<file path="src/rtl/rss_defs.svh">
// Constants for the reset source sequencer.
// Assumes a 25 MHz core clock and included by bare name.
`ifndef RSS_DEFS_SVH
`define RSS_DEFS_SVH

`define RSS_CLK_HZ 25000000
`define RSS_POWER_UP_DELAY_TIMER_MS 72
`define RSS_POWER_UP_DELAY_TIMER_CYC ((`RSS_CLK_HZ / 1000) * `RSS_POWER_UP_DELAY_TIMER_MS)
`define RSS_POWER_UP_DELAY_TIMER_W 22
`define RSS_OST_CYC 1024
`define RSS_OST_W 11
`define RSS_MASTER_CLEAR_PIN_FILT 8
`define RSS_MASTER_CLEAR_PIN_FW 4

`define RSS_OSC_RC 2'h3
`define RSS_OSC_HS 2'h2
`define RSS_OSC_XT 2'h1
`define RSS_OSC_LP 2'h0

`define RSS_CAUSE_W 6
`define RSS_CAUSE_POR 0
`define RSS_CAUSE_BOR 1
`define RSS_CAUSE_MASTER_CLEAR_PIN_RUN 2
`define RSS_CAUSE_MASTER_CLEAR_PIN_SLP 3
`define RSS_CAUSE_WDT_RST 4
`define RSS_CAUSE_WDT_WAKE 5
`define RSS_CAUSE_RST 6'h01

`define RSS_A_CAUSE 4'h0
`define RSS_A_STAT 4'h1
`define RSS_A_CLR 4'h2
`define RSS_A_EN 4'h3
`define RSS_A_STATE 4'h4

`endif

</file>
<file path="src/rtl/rss_pkg.sv">
// Types for the reset source sequencer.
// Assumes rss_defs.svh supplies the numeric constants.
package rss_pkg;
   typedef enum logic [1:0] {
      RSS_LP, RSS_XT, RSS_HS, RSS_RC
   } rss_osc_t;

   typedef struct packed {
      logic [1:0] osc_sel;
      logic power_up_delay_timer_en_b;
      logic bor_en;
   } rss_cfg_t;

   typedef struct packed {
      logic [3:0] addr;
      logic [7:0] wdata;
      logic wr;
      logic rd;
   } rss_bus_t;

   typedef enum logic [2:0] {
      RSS_ST_HOLD, RSS_ST_POWER_UP_DELAY_TIMER, RSS_ST_OST, RSS_ST_RUN
   } rss_state_t;
endpackage : rss_pkg

</file>
<file path="src/rtl/rss_reset_seq.sv">
// Reset source sequencer: classifies resets, runs the delay timers.
// Assumes async analog detectors drive i_por and i_bor and software uses the plain bus.
//
// Function
// - An external square clock is accepted on the oscillator input only in high speed mode.
// - Power-on and brown-out are power-up class, master clear and watchdog are not.
// - The keep-class registers are undefined after power-up resets and held on others.
// - Other registers get initial values on any reset except the sleep watchdog wake.
// - A watchdog timeout in sleep is a wake-up with no register reinitialisation.
// - Software can read which source caused the latest reset.
// - Short low pulses on the master clear pin are filtered out.
// - A watchdog reset never drives the master clear pin low.
// - A power-on pulse is made when the supply rises through the detector threshold.
// - After power-on the two delay timers hold the core in reset per configuration.
// - Oscillator select 11 is RC, 10 high speed, 01 crystal and 00 low power crystal.
// - The power-up delay timer runs its nominal delay only after power-up resets.
// - The startup timer counts oscillator cycles after the power-up delay in crystal modes.
// - The timer enable bit governs the power-up delay only for power-on, not brown-out.
`timescale 1ns/100ps
`include "rss_defs.svh"

module rss_reset_seq
(
   // Clock and reset
   input wire logic i_clk,
   input wire logic i_rst_b,
   // Reset sources
   input wire logic i_master_clear_pin_b,
   input wire logic i_por,
   input wire logic i_bor,
   input wire logic i_wdt_timeout,
   input wire logic i_sleep,
   input wire logic i_osc_clk,
   input wire logic i_ext_clk_sel,
   // Configuration
   input wire rss_pkg::rss_cfg_t i_cfg,
   // Register port
   input wire rss_pkg::rss_bus_t i_bus,
   output logic [7:0] o_rdata,
   // Core controls
   output logic o_core_rst,
   output logic o_init_regs,
   output logic o_undef_regs,
   output logic o_wake,
   output logic o_osc_ext_ok,
   output logic o_master_clear_pin_oe,
   output logic o_master_clear_pin_o,
   output logic o_irq
);
   import rss_pkg::*;

   ////////////////////////////////////////////////////////////////////
   // Input synchronisers
   logic [2:0] master_clear_pin_s_q, master_clear_pin_s_d, por_s_q, por_s_d, bor_s_q, bor_s_d, osc_s_q, osc_s_d;
   always_comb
   begin
      master_clear_pin_s_d = {master_clear_pin_s_q[1:0], i_master_clear_pin_b};
      por_s_d = {por_s_q[1:0], i_por};
      bor_s_d = {bor_s_q[1:0], i_bor};
      osc_s_d = {osc_s_q[1:0], i_osc_clk};
   end
   always_ff @(posedge i_clk or negedge i_rst_b)
   begin
      if (!i_rst_b)
      begin
         master_clear_pin_s_q <= 3'h7;
         // Supply detector reads high once the reset is over
         por_s_q <= 3'h7;
         bor_s_q <= 3'h0;
         osc_s_q <= 3'h0;
      end
      else
      begin
         master_clear_pin_s_q <= master_clear_pin_s_d;
         por_s_q <= por_s_d;
         bor_s_q <= bor_s_d;
         osc_s_q <= osc_s_d;
      end
   end

   ////////////////////////////////////////////////////////////////////
   // Filtered levels
   logic master_clear_pin_lv_q, master_clear_pin_lv_d, por_lv_q, por_lv_d, bor_lv_q, bor_lv_d, osc_lv_q, osc_lv_d;
   logic [`RSS_MASTER_CLEAR_PIN_FW-1:0] mf_cnt_q, mf_cnt_d;
   logic master_clear_pin_low_q, master_clear_pin_low_d;
   logic osc_tick;
   always_comb
   begin
      master_clear_pin_lv_d = (master_clear_pin_s_q[1] == master_clear_pin_s_q[2]) ? master_clear_pin_s_q[2] : master_clear_pin_lv_q;
      por_lv_d = (por_s_q[1] == por_s_q[2]) ? por_s_q[2] : por_lv_q;
      bor_lv_d = (bor_s_q[1] == bor_s_q[2]) ? bor_s_q[2] : bor_lv_q;
      osc_lv_d = (osc_s_q[1] == osc_s_q[2]) ? osc_s_q[2] : osc_lv_q;
      master_clear_pin_low_d = master_clear_pin_low_q;
      mf_cnt_d = mf_cnt_q;
      if (master_clear_pin_lv_q)
      begin
         mf_cnt_d = '0;
         master_clear_pin_low_d = 1'b0;
      end
      else if (mf_cnt_q == `RSS_MASTER_CLEAR_PIN_FW'(`RSS_MASTER_CLEAR_PIN_FILT))
         master_clear_pin_low_d = 1'b1;
      else
         mf_cnt_d = mf_cnt_q + `RSS_MASTER_CLEAR_PIN_FW'(1);
   end
   assign osc_tick = osc_lv_d & ~osc_lv_q;
   always_ff @(posedge i_clk or negedge i_rst_b)
   begin
      if (!i_rst_b)
      begin
         master_clear_pin_lv_q <= 1'b1;
         por_lv_q <= 1'b1;
         bor_lv_q <= 1'b0;
         osc_lv_q <= 1'b0;
         mf_cnt_q <= '0;
         master_clear_pin_low_q <= 1'b0;
      end
      else
      begin
         master_clear_pin_lv_q <= master_clear_pin_lv_d;
         por_lv_q <= por_lv_d;
         bor_lv_q <= bor_lv_d;
         osc_lv_q <= osc_lv_d;
         mf_cnt_q <= mf_cnt_d;
         master_clear_pin_low_q <= master_clear_pin_low_d;
      end
   end

   ////////////////////////////////////////////////////////////////////
   // Edge registers for power-on and master clear events
   logic master_clear_pin_prev_q, master_clear_pin_prev_d, por_prev_q, por_prev_d;
   always_comb
   begin
      master_clear_pin_prev_d = master_clear_pin_low_q;
      por_prev_d = por_lv_q;
   end
   always_ff @(posedge i_clk or negedge i_rst_b)
   begin
      if (!i_rst_b)
      begin
         // Idle levels, so no false edge follows reset
         master_clear_pin_prev_q <= 1'b0;
         por_prev_q <= 1'b1;
      end
      else
      begin
         master_clear_pin_prev_q <= master_clear_pin_prev_d;
         por_prev_q <= por_prev_d;
      end
   end

   ////////////////////////////////////////////////////////////////////
   // Sequencer
   rss_state_t st_q, st_d;
   logic [`RSS_POWER_UP_DELAY_TIMER_W-1:0] pw_q, pw_d;
   logic [`RSS_OST_W-1:0] ost_q, ost_d;
   logic pwr_cls_q, pwr_cls_d, por_cls_q, por_cls_d;
   logic [`RSS_CAUSE_W-1:0] cause_q, cause_d, ev_q, ev_d, ien_q, ien_d;
   logic init_q, init_d, undef_q, undef_d, wake_q, wake_d;
   logic crystal, bor_act, por_pulse, wdt_rst, wdt_wake, src_act;
   logic [`RSS_CAUSE_W-1:0] set_ev, clr_ev;

   assign crystal = (i_cfg.osc_sel != `RSS_OSC_RC);
   assign o_osc_ext_ok = (i_cfg.osc_sel == `RSS_OSC_HS) | ~i_ext_clk_sel;
   assign por_pulse = por_lv_q & ~por_prev_q;
   assign bor_act = bor_lv_q & i_cfg.bor_en;
   assign wdt_rst = i_wdt_timeout & ~i_sleep & (st_q == RSS_ST_RUN);
   assign wdt_wake = i_wdt_timeout & i_sleep & (st_q == RSS_ST_RUN);
   assign src_act = master_clear_pin_low_q | por_pulse | bor_act | wdt_rst;

   always_comb
   begin
      st_d = st_q;
      pw_d = pw_q;
      ost_d = ost_q;
      pwr_cls_d = pwr_cls_q;
      por_cls_d = por_cls_q;
      cause_d = cause_q;
      init_d = 1'b0;
      undef_d = 1'b0;
      wake_d = 1'b0;
      set_ev = '0;
      if (por_pulse)
      begin
         pwr_cls_d = 1'b1;
         por_cls_d = 1'b1;
         set_ev[`RSS_CAUSE_POR] = 1'b1;
      end
      else if (bor_act & ~pwr_cls_q)
      begin
         pwr_cls_d = 1'b1;
         por_cls_d = 1'b0;
         set_ev[`RSS_CAUSE_BOR] = 1'b1;
      end
      else if (master_clear_pin_low_q & ~master_clear_pin_prev_q)
         set_ev[i_sleep ? `RSS_CAUSE_MASTER_CLEAR_PIN_SLP : `RSS_CAUSE_MASTER_CLEAR_PIN_RUN] = 1'b1;
      else if (wdt_rst)
         set_ev[`RSS_CAUSE_WDT_RST] = 1'b1;
      else if (wdt_wake)
         set_ev[`RSS_CAUSE_WDT_WAKE] = 1'b1;
      if (set_ev != '0)
         cause_d = set_ev;
      unique case (st_q)
         RSS_ST_HOLD:
         begin
            pw_d = '0;
            ost_d = '0;
            if (!src_act)
            begin
               if (pwr_cls_q & (~por_cls_q | ~i_cfg.power_up_delay_timer_en_b))
                  st_d = RSS_ST_POWER_UP_DELAY_TIMER;
               else if (pwr_cls_q & crystal)
                  st_d = RSS_ST_OST;
               else
                  st_d = RSS_ST_RUN;
            end
         end
         RSS_ST_POWER_UP_DELAY_TIMER:
         begin
            pw_d = pw_q + `RSS_POWER_UP_DELAY_TIMER_W'(1);
            if (src_act)
               st_d = RSS_ST_HOLD;
            else if (pw_q == `RSS_POWER_UP_DELAY_TIMER_W'(`RSS_POWER_UP_DELAY_TIMER_CYC - 1))
               st_d = crystal ? RSS_ST_OST : RSS_ST_RUN;
         end
         RSS_ST_OST:
         begin
            if (osc_tick)
               ost_d = ost_q + `RSS_OST_W'(1);
            if (src_act)
               st_d = RSS_ST_HOLD;
            else if (osc_tick & (ost_q == `RSS_OST_W'(`RSS_OST_CYC - 1)))
               st_d = RSS_ST_RUN;
         end
         RSS_ST_RUN:
         begin
            ost_d = '0;
            if (src_act)
               st_d = RSS_ST_HOLD;
            else if (wdt_wake & crystal)
               st_d = RSS_ST_OST;
            else if (wdt_wake)
               wake_d = 1'b1;
         end
         default: st_d = RSS_ST_HOLD;
      endcase
      if ((st_q == RSS_ST_OST) & (st_d == RSS_ST_RUN) & ~pwr_cls_q)
         wake_d = 1'b1;
      if ((st_q != RSS_ST_RUN) & (st_d == RSS_ST_RUN) & ~wake_d)
      begin
         init_d = 1'b1;
         undef_d = pwr_cls_q;
         pwr_cls_d = 1'b0;
      end
   end

   ////////////////////////////////////////////////////////////////////
   // Status, enable and clear registers
   always_comb
   begin
      clr_ev = '0;
      ien_d = ien_q;
      if (i_bus.wr & (i_bus.addr == `RSS_A_CLR))
         clr_ev = i_bus.wdata[`RSS_CAUSE_W-1:0];
      if (i_bus.wr & (i_bus.addr == `RSS_A_EN))
         ien_d = i_bus.wdata[`RSS_CAUSE_W-1:0];
      ev_d = (ev_q & ~clr_ev) | set_ev;
   end

   always_ff @(posedge i_clk or negedge i_rst_b)
   begin
      if (!i_rst_b)
      begin
         st_q <= RSS_ST_HOLD;
         pw_q <= '0;
         ost_q <= '0;
         pwr_cls_q <= 1'b1;
         por_cls_q <= 1'b1;
         cause_q <= `RSS_CAUSE_RST;
         ev_q <= `RSS_CAUSE_RST;
         ien_q <= '0;
         init_q <= 1'b0;
         undef_q <= 1'b0;
         wake_q <= 1'b0;
         o_rdata <= '0;
      end
      else
      begin
         st_q <= st_d;
         pw_q <= pw_d;
         ost_q <= ost_d;
         pwr_cls_q <= pwr_cls_d;
         por_cls_q <= por_cls_d;
         cause_q <= cause_d;
         ev_q <= ev_d;
         ien_q <= ien_d;
         init_q <= init_d;
         undef_q <= undef_d;
         wake_q <= wake_d;
         o_rdata <= '0;
         if (i_bus.rd)
         begin
            unique case (i_bus.addr)
               `RSS_A_CAUSE: o_rdata <= {2'h0, cause_q};
               `RSS_A_STAT: o_rdata <= {2'h0, ev_q};
               `RSS_A_EN: o_rdata <= {2'h0, ien_q};
               `RSS_A_STATE: o_rdata <= {5'h0, st_q};
               default: o_rdata <= '0;
            endcase
         end
      end
   end

   ////////////////////////////////////////////////////////////////////
   // Outputs
   // core reset decoded from the state register
   assign o_core_rst = (st_q != RSS_ST_RUN);
   assign o_init_regs = init_q;
   assign o_undef_regs = undef_q;
   assign o_wake = wake_q;
   assign o_master_clear_pin_oe = 1'b0;
   assign o_master_clear_pin_o = 1'b0;
   assign o_irq = |(ev_q & ien_q);
endmodule : rss_reset_seq

</file>
<file path="config.mk">
export PLATFORM = sky130hd
export DESIGN_NAME = rss_reset_seq
export DESIGN_NICKNAME = d
export VERILOG_FILES = /design/src/rtl/rss_pkg.sv /design/src/rtl/rss_reset_seq.sv
export VERILOG_INCLUDE_DIRS = /design/src /design/src/rtl
export SDC_FILE = /design/constraint.sdc
export NUM_CORES = 1
export LEC_CHECK = 0
export ABC_AREA = 0
export BUFFER_PORTS_ARGS = -buffer_cell sky130_fd_sc_hd__buf_2
export CAP_MARGIN = 20
export CORE_AREA = 2 2 104 106
export CTS_CLUSTER_DIAMETER = 120
export DETAILED_ROUTE_END_ITERATION = 8
export DIE_AREA = 0 0 106 108
export PLACE_DENSITY = 0.55
export SLEW_MARGIN = 10
export SYNTH_ARGS = -nofsm -noshare
export SYNTH_HDL_FRONTEND = slang
export SYNTH_SLANG_ARGS = --single-unit
</file>
<file path="constraint.sdc">
create_clock -name i_clk -period 1.85 [get_ports i_clk]
set_input_delay 0.185 -clock i_clk [delete_from_list [all_inputs] [get_ports i_clk]]
set_output_delay 0.185 -clock i_clk [all_outputs]
set_load 0.03 [all_outputs]
</file>
==> flow_summary.ini <==
[worst_hold_path]
min_to = ien_q[5]
whs_path_depth = 2
worstHoldStart = i_bus[7]
hp-class = input port to flop

[placement]
postPlaceCellArea_sq_mm = 0.00452
dp_worst_setup_slack_ns = -0.0422
place.gp.congestion = 0.824
dp_hpwl_microns = 6190
io_buffer_count = 36

[setup_path]
crit_type = flop to flop
rr_startpoint = pw_q[7]
required_ns = 2.14
cp-start-kind = flop
end_kind = flop
reg2reg_slack_ns = 0.02
reg2reg_to = o_undef_regs
critPathMaxFanout = 4
arrival_ns = 2.13
reg2reg_depth = 5

[synthesis]
synth_area_leaders = dfrtp_1 46%, dfstp_2 8.4%, nand2_1 5.6%
ys_warn_count = 0
syn_inst = 383
synthArstFlopShare = 1.00
synthesis.area_sq_mm = 0.00405
synth-main-ff-cell = dfrtp_1
yosysTopAreaCellShare = 0.463
ys_seq_area_frac = 0.547
synth.distinct_cells = 54
synth_edf_count = 0
synth_top_area_cell = dfrtp_1
avgSynthCellArea_sq_um = 10.6
synth-seq-cells = 88
synthMostInstantiatedCell = dfrtp_1
synthTopCellsByCount = 75 x dfrtp_1, 61 x nand2_1, 39 x nor2_1

[die]
initial_utilization = 0.396
fp.dieW_microns = 106
dieArea_sq_mm = 0.0114
row_count = 37
die_h_microns = 108
core_sq_mm = 0.0102
ios = 43

[clock_network]
clk_latency_ns = 0.36
cts_tree = done
clkSinkCount = 88
cts_buffer_depth = 2
clk_pin_slew_ns = 0.09
tritoncts.num_buffers = 9
cts_max_level = 3
ctsRootBufferMaster = clkbuf_8

[global_routing]
grt_pass1_vias = 2973
antenna_found_initial = 0
grt_start_max_net_pins = 43
met3_usage = 0.0386
grt_pass1_wl_microns = 14500
grt_use_met1 = 0.222
grtUsageTotal = 0.160
met2_usage = 0.252
grt.overflow.total = 0
top_usage_layer = met2

[sta]
setup_violations = 0
hold_viol_final = 0
drv_slew = 0
period_needed_ns = 1.83
max_freq_ghz = 0.545
setup_ws_ns = 0.0156
min_period_over_period = 0.992
clock_skew_ns = 0.0142
rsz0062_at_grt = yes

[detailed_routing]
drt-initial-drc-count = 109
first_pass_iters = 6
ant_nets = 0
viasPerCell = 5.09
wire_per_inst_microns = 14.4
drt-total-wl_microns = 8480
drc_errors = 0
num_vias = 3010

[cells_and_area]
postLayoutCellArea_sq_mm = 0.00489
layout-drive-gt1-share = 0.268
nNetsFinal = 481
fillers = 969
multi_input_area_sq_mm = 0.00182
syn2layout_area_growth_pct = 20.7
seq_area_sq_mm = 0.00222
antennaDiodeCount = 0

[job]
maxCapViolations = 0

[power_and_ir_drop]
leakage_nw = 2.27
p_per_area_mw_per_mm2 = 934
irDropWorstVdd_mv = 0.432

[status]
status = complete, no violations
[critical path, cell delays in order, from the launching register on]
cell and delay, ns:
dfrtp_1 0.42, or4_4 0.57, nor3_4 0.16, a31oi_4 0.13
a311oi_4 0.27, and4_1 0.24
[cell type report]
class | count | area share
sequential | 88 | 0.454
multi-input combinational | 281 | 0.373
timing repair buffer | 64 | 0.0854
tap | 136 | 0.0348
clock buffer | 11 | 0.0268
clock inverter | 5 | 0.0217
inverter | 6 | 0.00460
[layout by cell type, fill, tap and decap left out, drive strengths merged, types with 7 or more instances in the layout]
cell	n
o21ai	18
and3	10
inv	7
nor2	40
nor3	7
nor4	7
mux2	9
dfrtp	75
clkbuf	11
buf	59
a21oi	8
mux2i	16
dfstp	13
a22oi	7
nand3	14
nand2	61
[cell families (layout without fill, tap and decap cells)]
kind of cell,after synthesis,after routing,share of synthesized area
muxes,25,25,0.0645
buffers and inverters,18,86,0.0228
AOI/OAI and AO/OA,60,60,0.105
other,1,5,0.000925
DFF,88,88,0.547
adders and majority gates,7,7,0.0198
and+or+nand+nor,173,173,0.216
xor gates and xnor gates,11,11,0.0238
[worst max-delay path by stage]
stage	start	to	slack [ns]	depth (start not counted)
after detailed placement	pw_q[7]	o_undef_regs	-0.04	5
after global placement	pw_q[7]	o_undef_regs	-0.02	5
after CTS	pw_q[7]	o_undef_regs	-0.0005	5
final	pw_q[7]	o_undef_regs	0.02	5
after floorplan	por_prev_q	o_undef_regs	0.1	5
after global routing	pw_q[7]	o_undef_regs	-0.03	5
[state kept, by name, indices dropped and copies added, names as in the netlist, 4 cells and up]
register	count
cause_q	6
ev_q	6
ien_q	6
mf_cnt_q	4
o_rdata	6
ost_q	11
pw_q	22
[per-layer routing]
metal / up-vias / part of all wire
met2: 57 / 0.46
met1: 1456 / 0.49
met3: 10 / 0.044
li1: 1487 / -
met5: - / 0
met4: 0 / 0.012
[timing repair]
| action | 4_1_cts | 5_1_grt |
|---|---|---|
| buffers inserted | 1 | 1 |
| hold buffers | 5 | 0 |
| endpoints found under the setup margin | 3 | 13 |
| pin swaps | 4 | 4 |
| endpoints found under the hold margin | 35 | 0 |
| gates resized for setup | 4 | 12 |
[power by group]
group          total (W)  leakage (nW)  switching [W]  internal (W)
clock            0.00161         0.114       0.000702      0.000904
combinational   0.000706          1.01       0.000404      0.000301
sequential       0.00226          1.14       0.000150       0.00211
[per-stage QoR]
stage           util  setup TNS, ns  total power [W]  instances  hold WS (ns)
2_1_floorplan      -              0          0.00273        387        -0.111
3_3_place_gp   0.442        -0.0155          0.00296        568         0.171
3_5_place_dp   0.442        -0.0684          0.00298        568         0.178
4_1_cts        0.473      -0.000478          0.00460        590        0.0463
5_1_grt        0.478        -0.0321          0.00482        591        0.0531
6_report       0.478              0          0.00457        591        0.0679
Power figures use the tool's default switching activity.
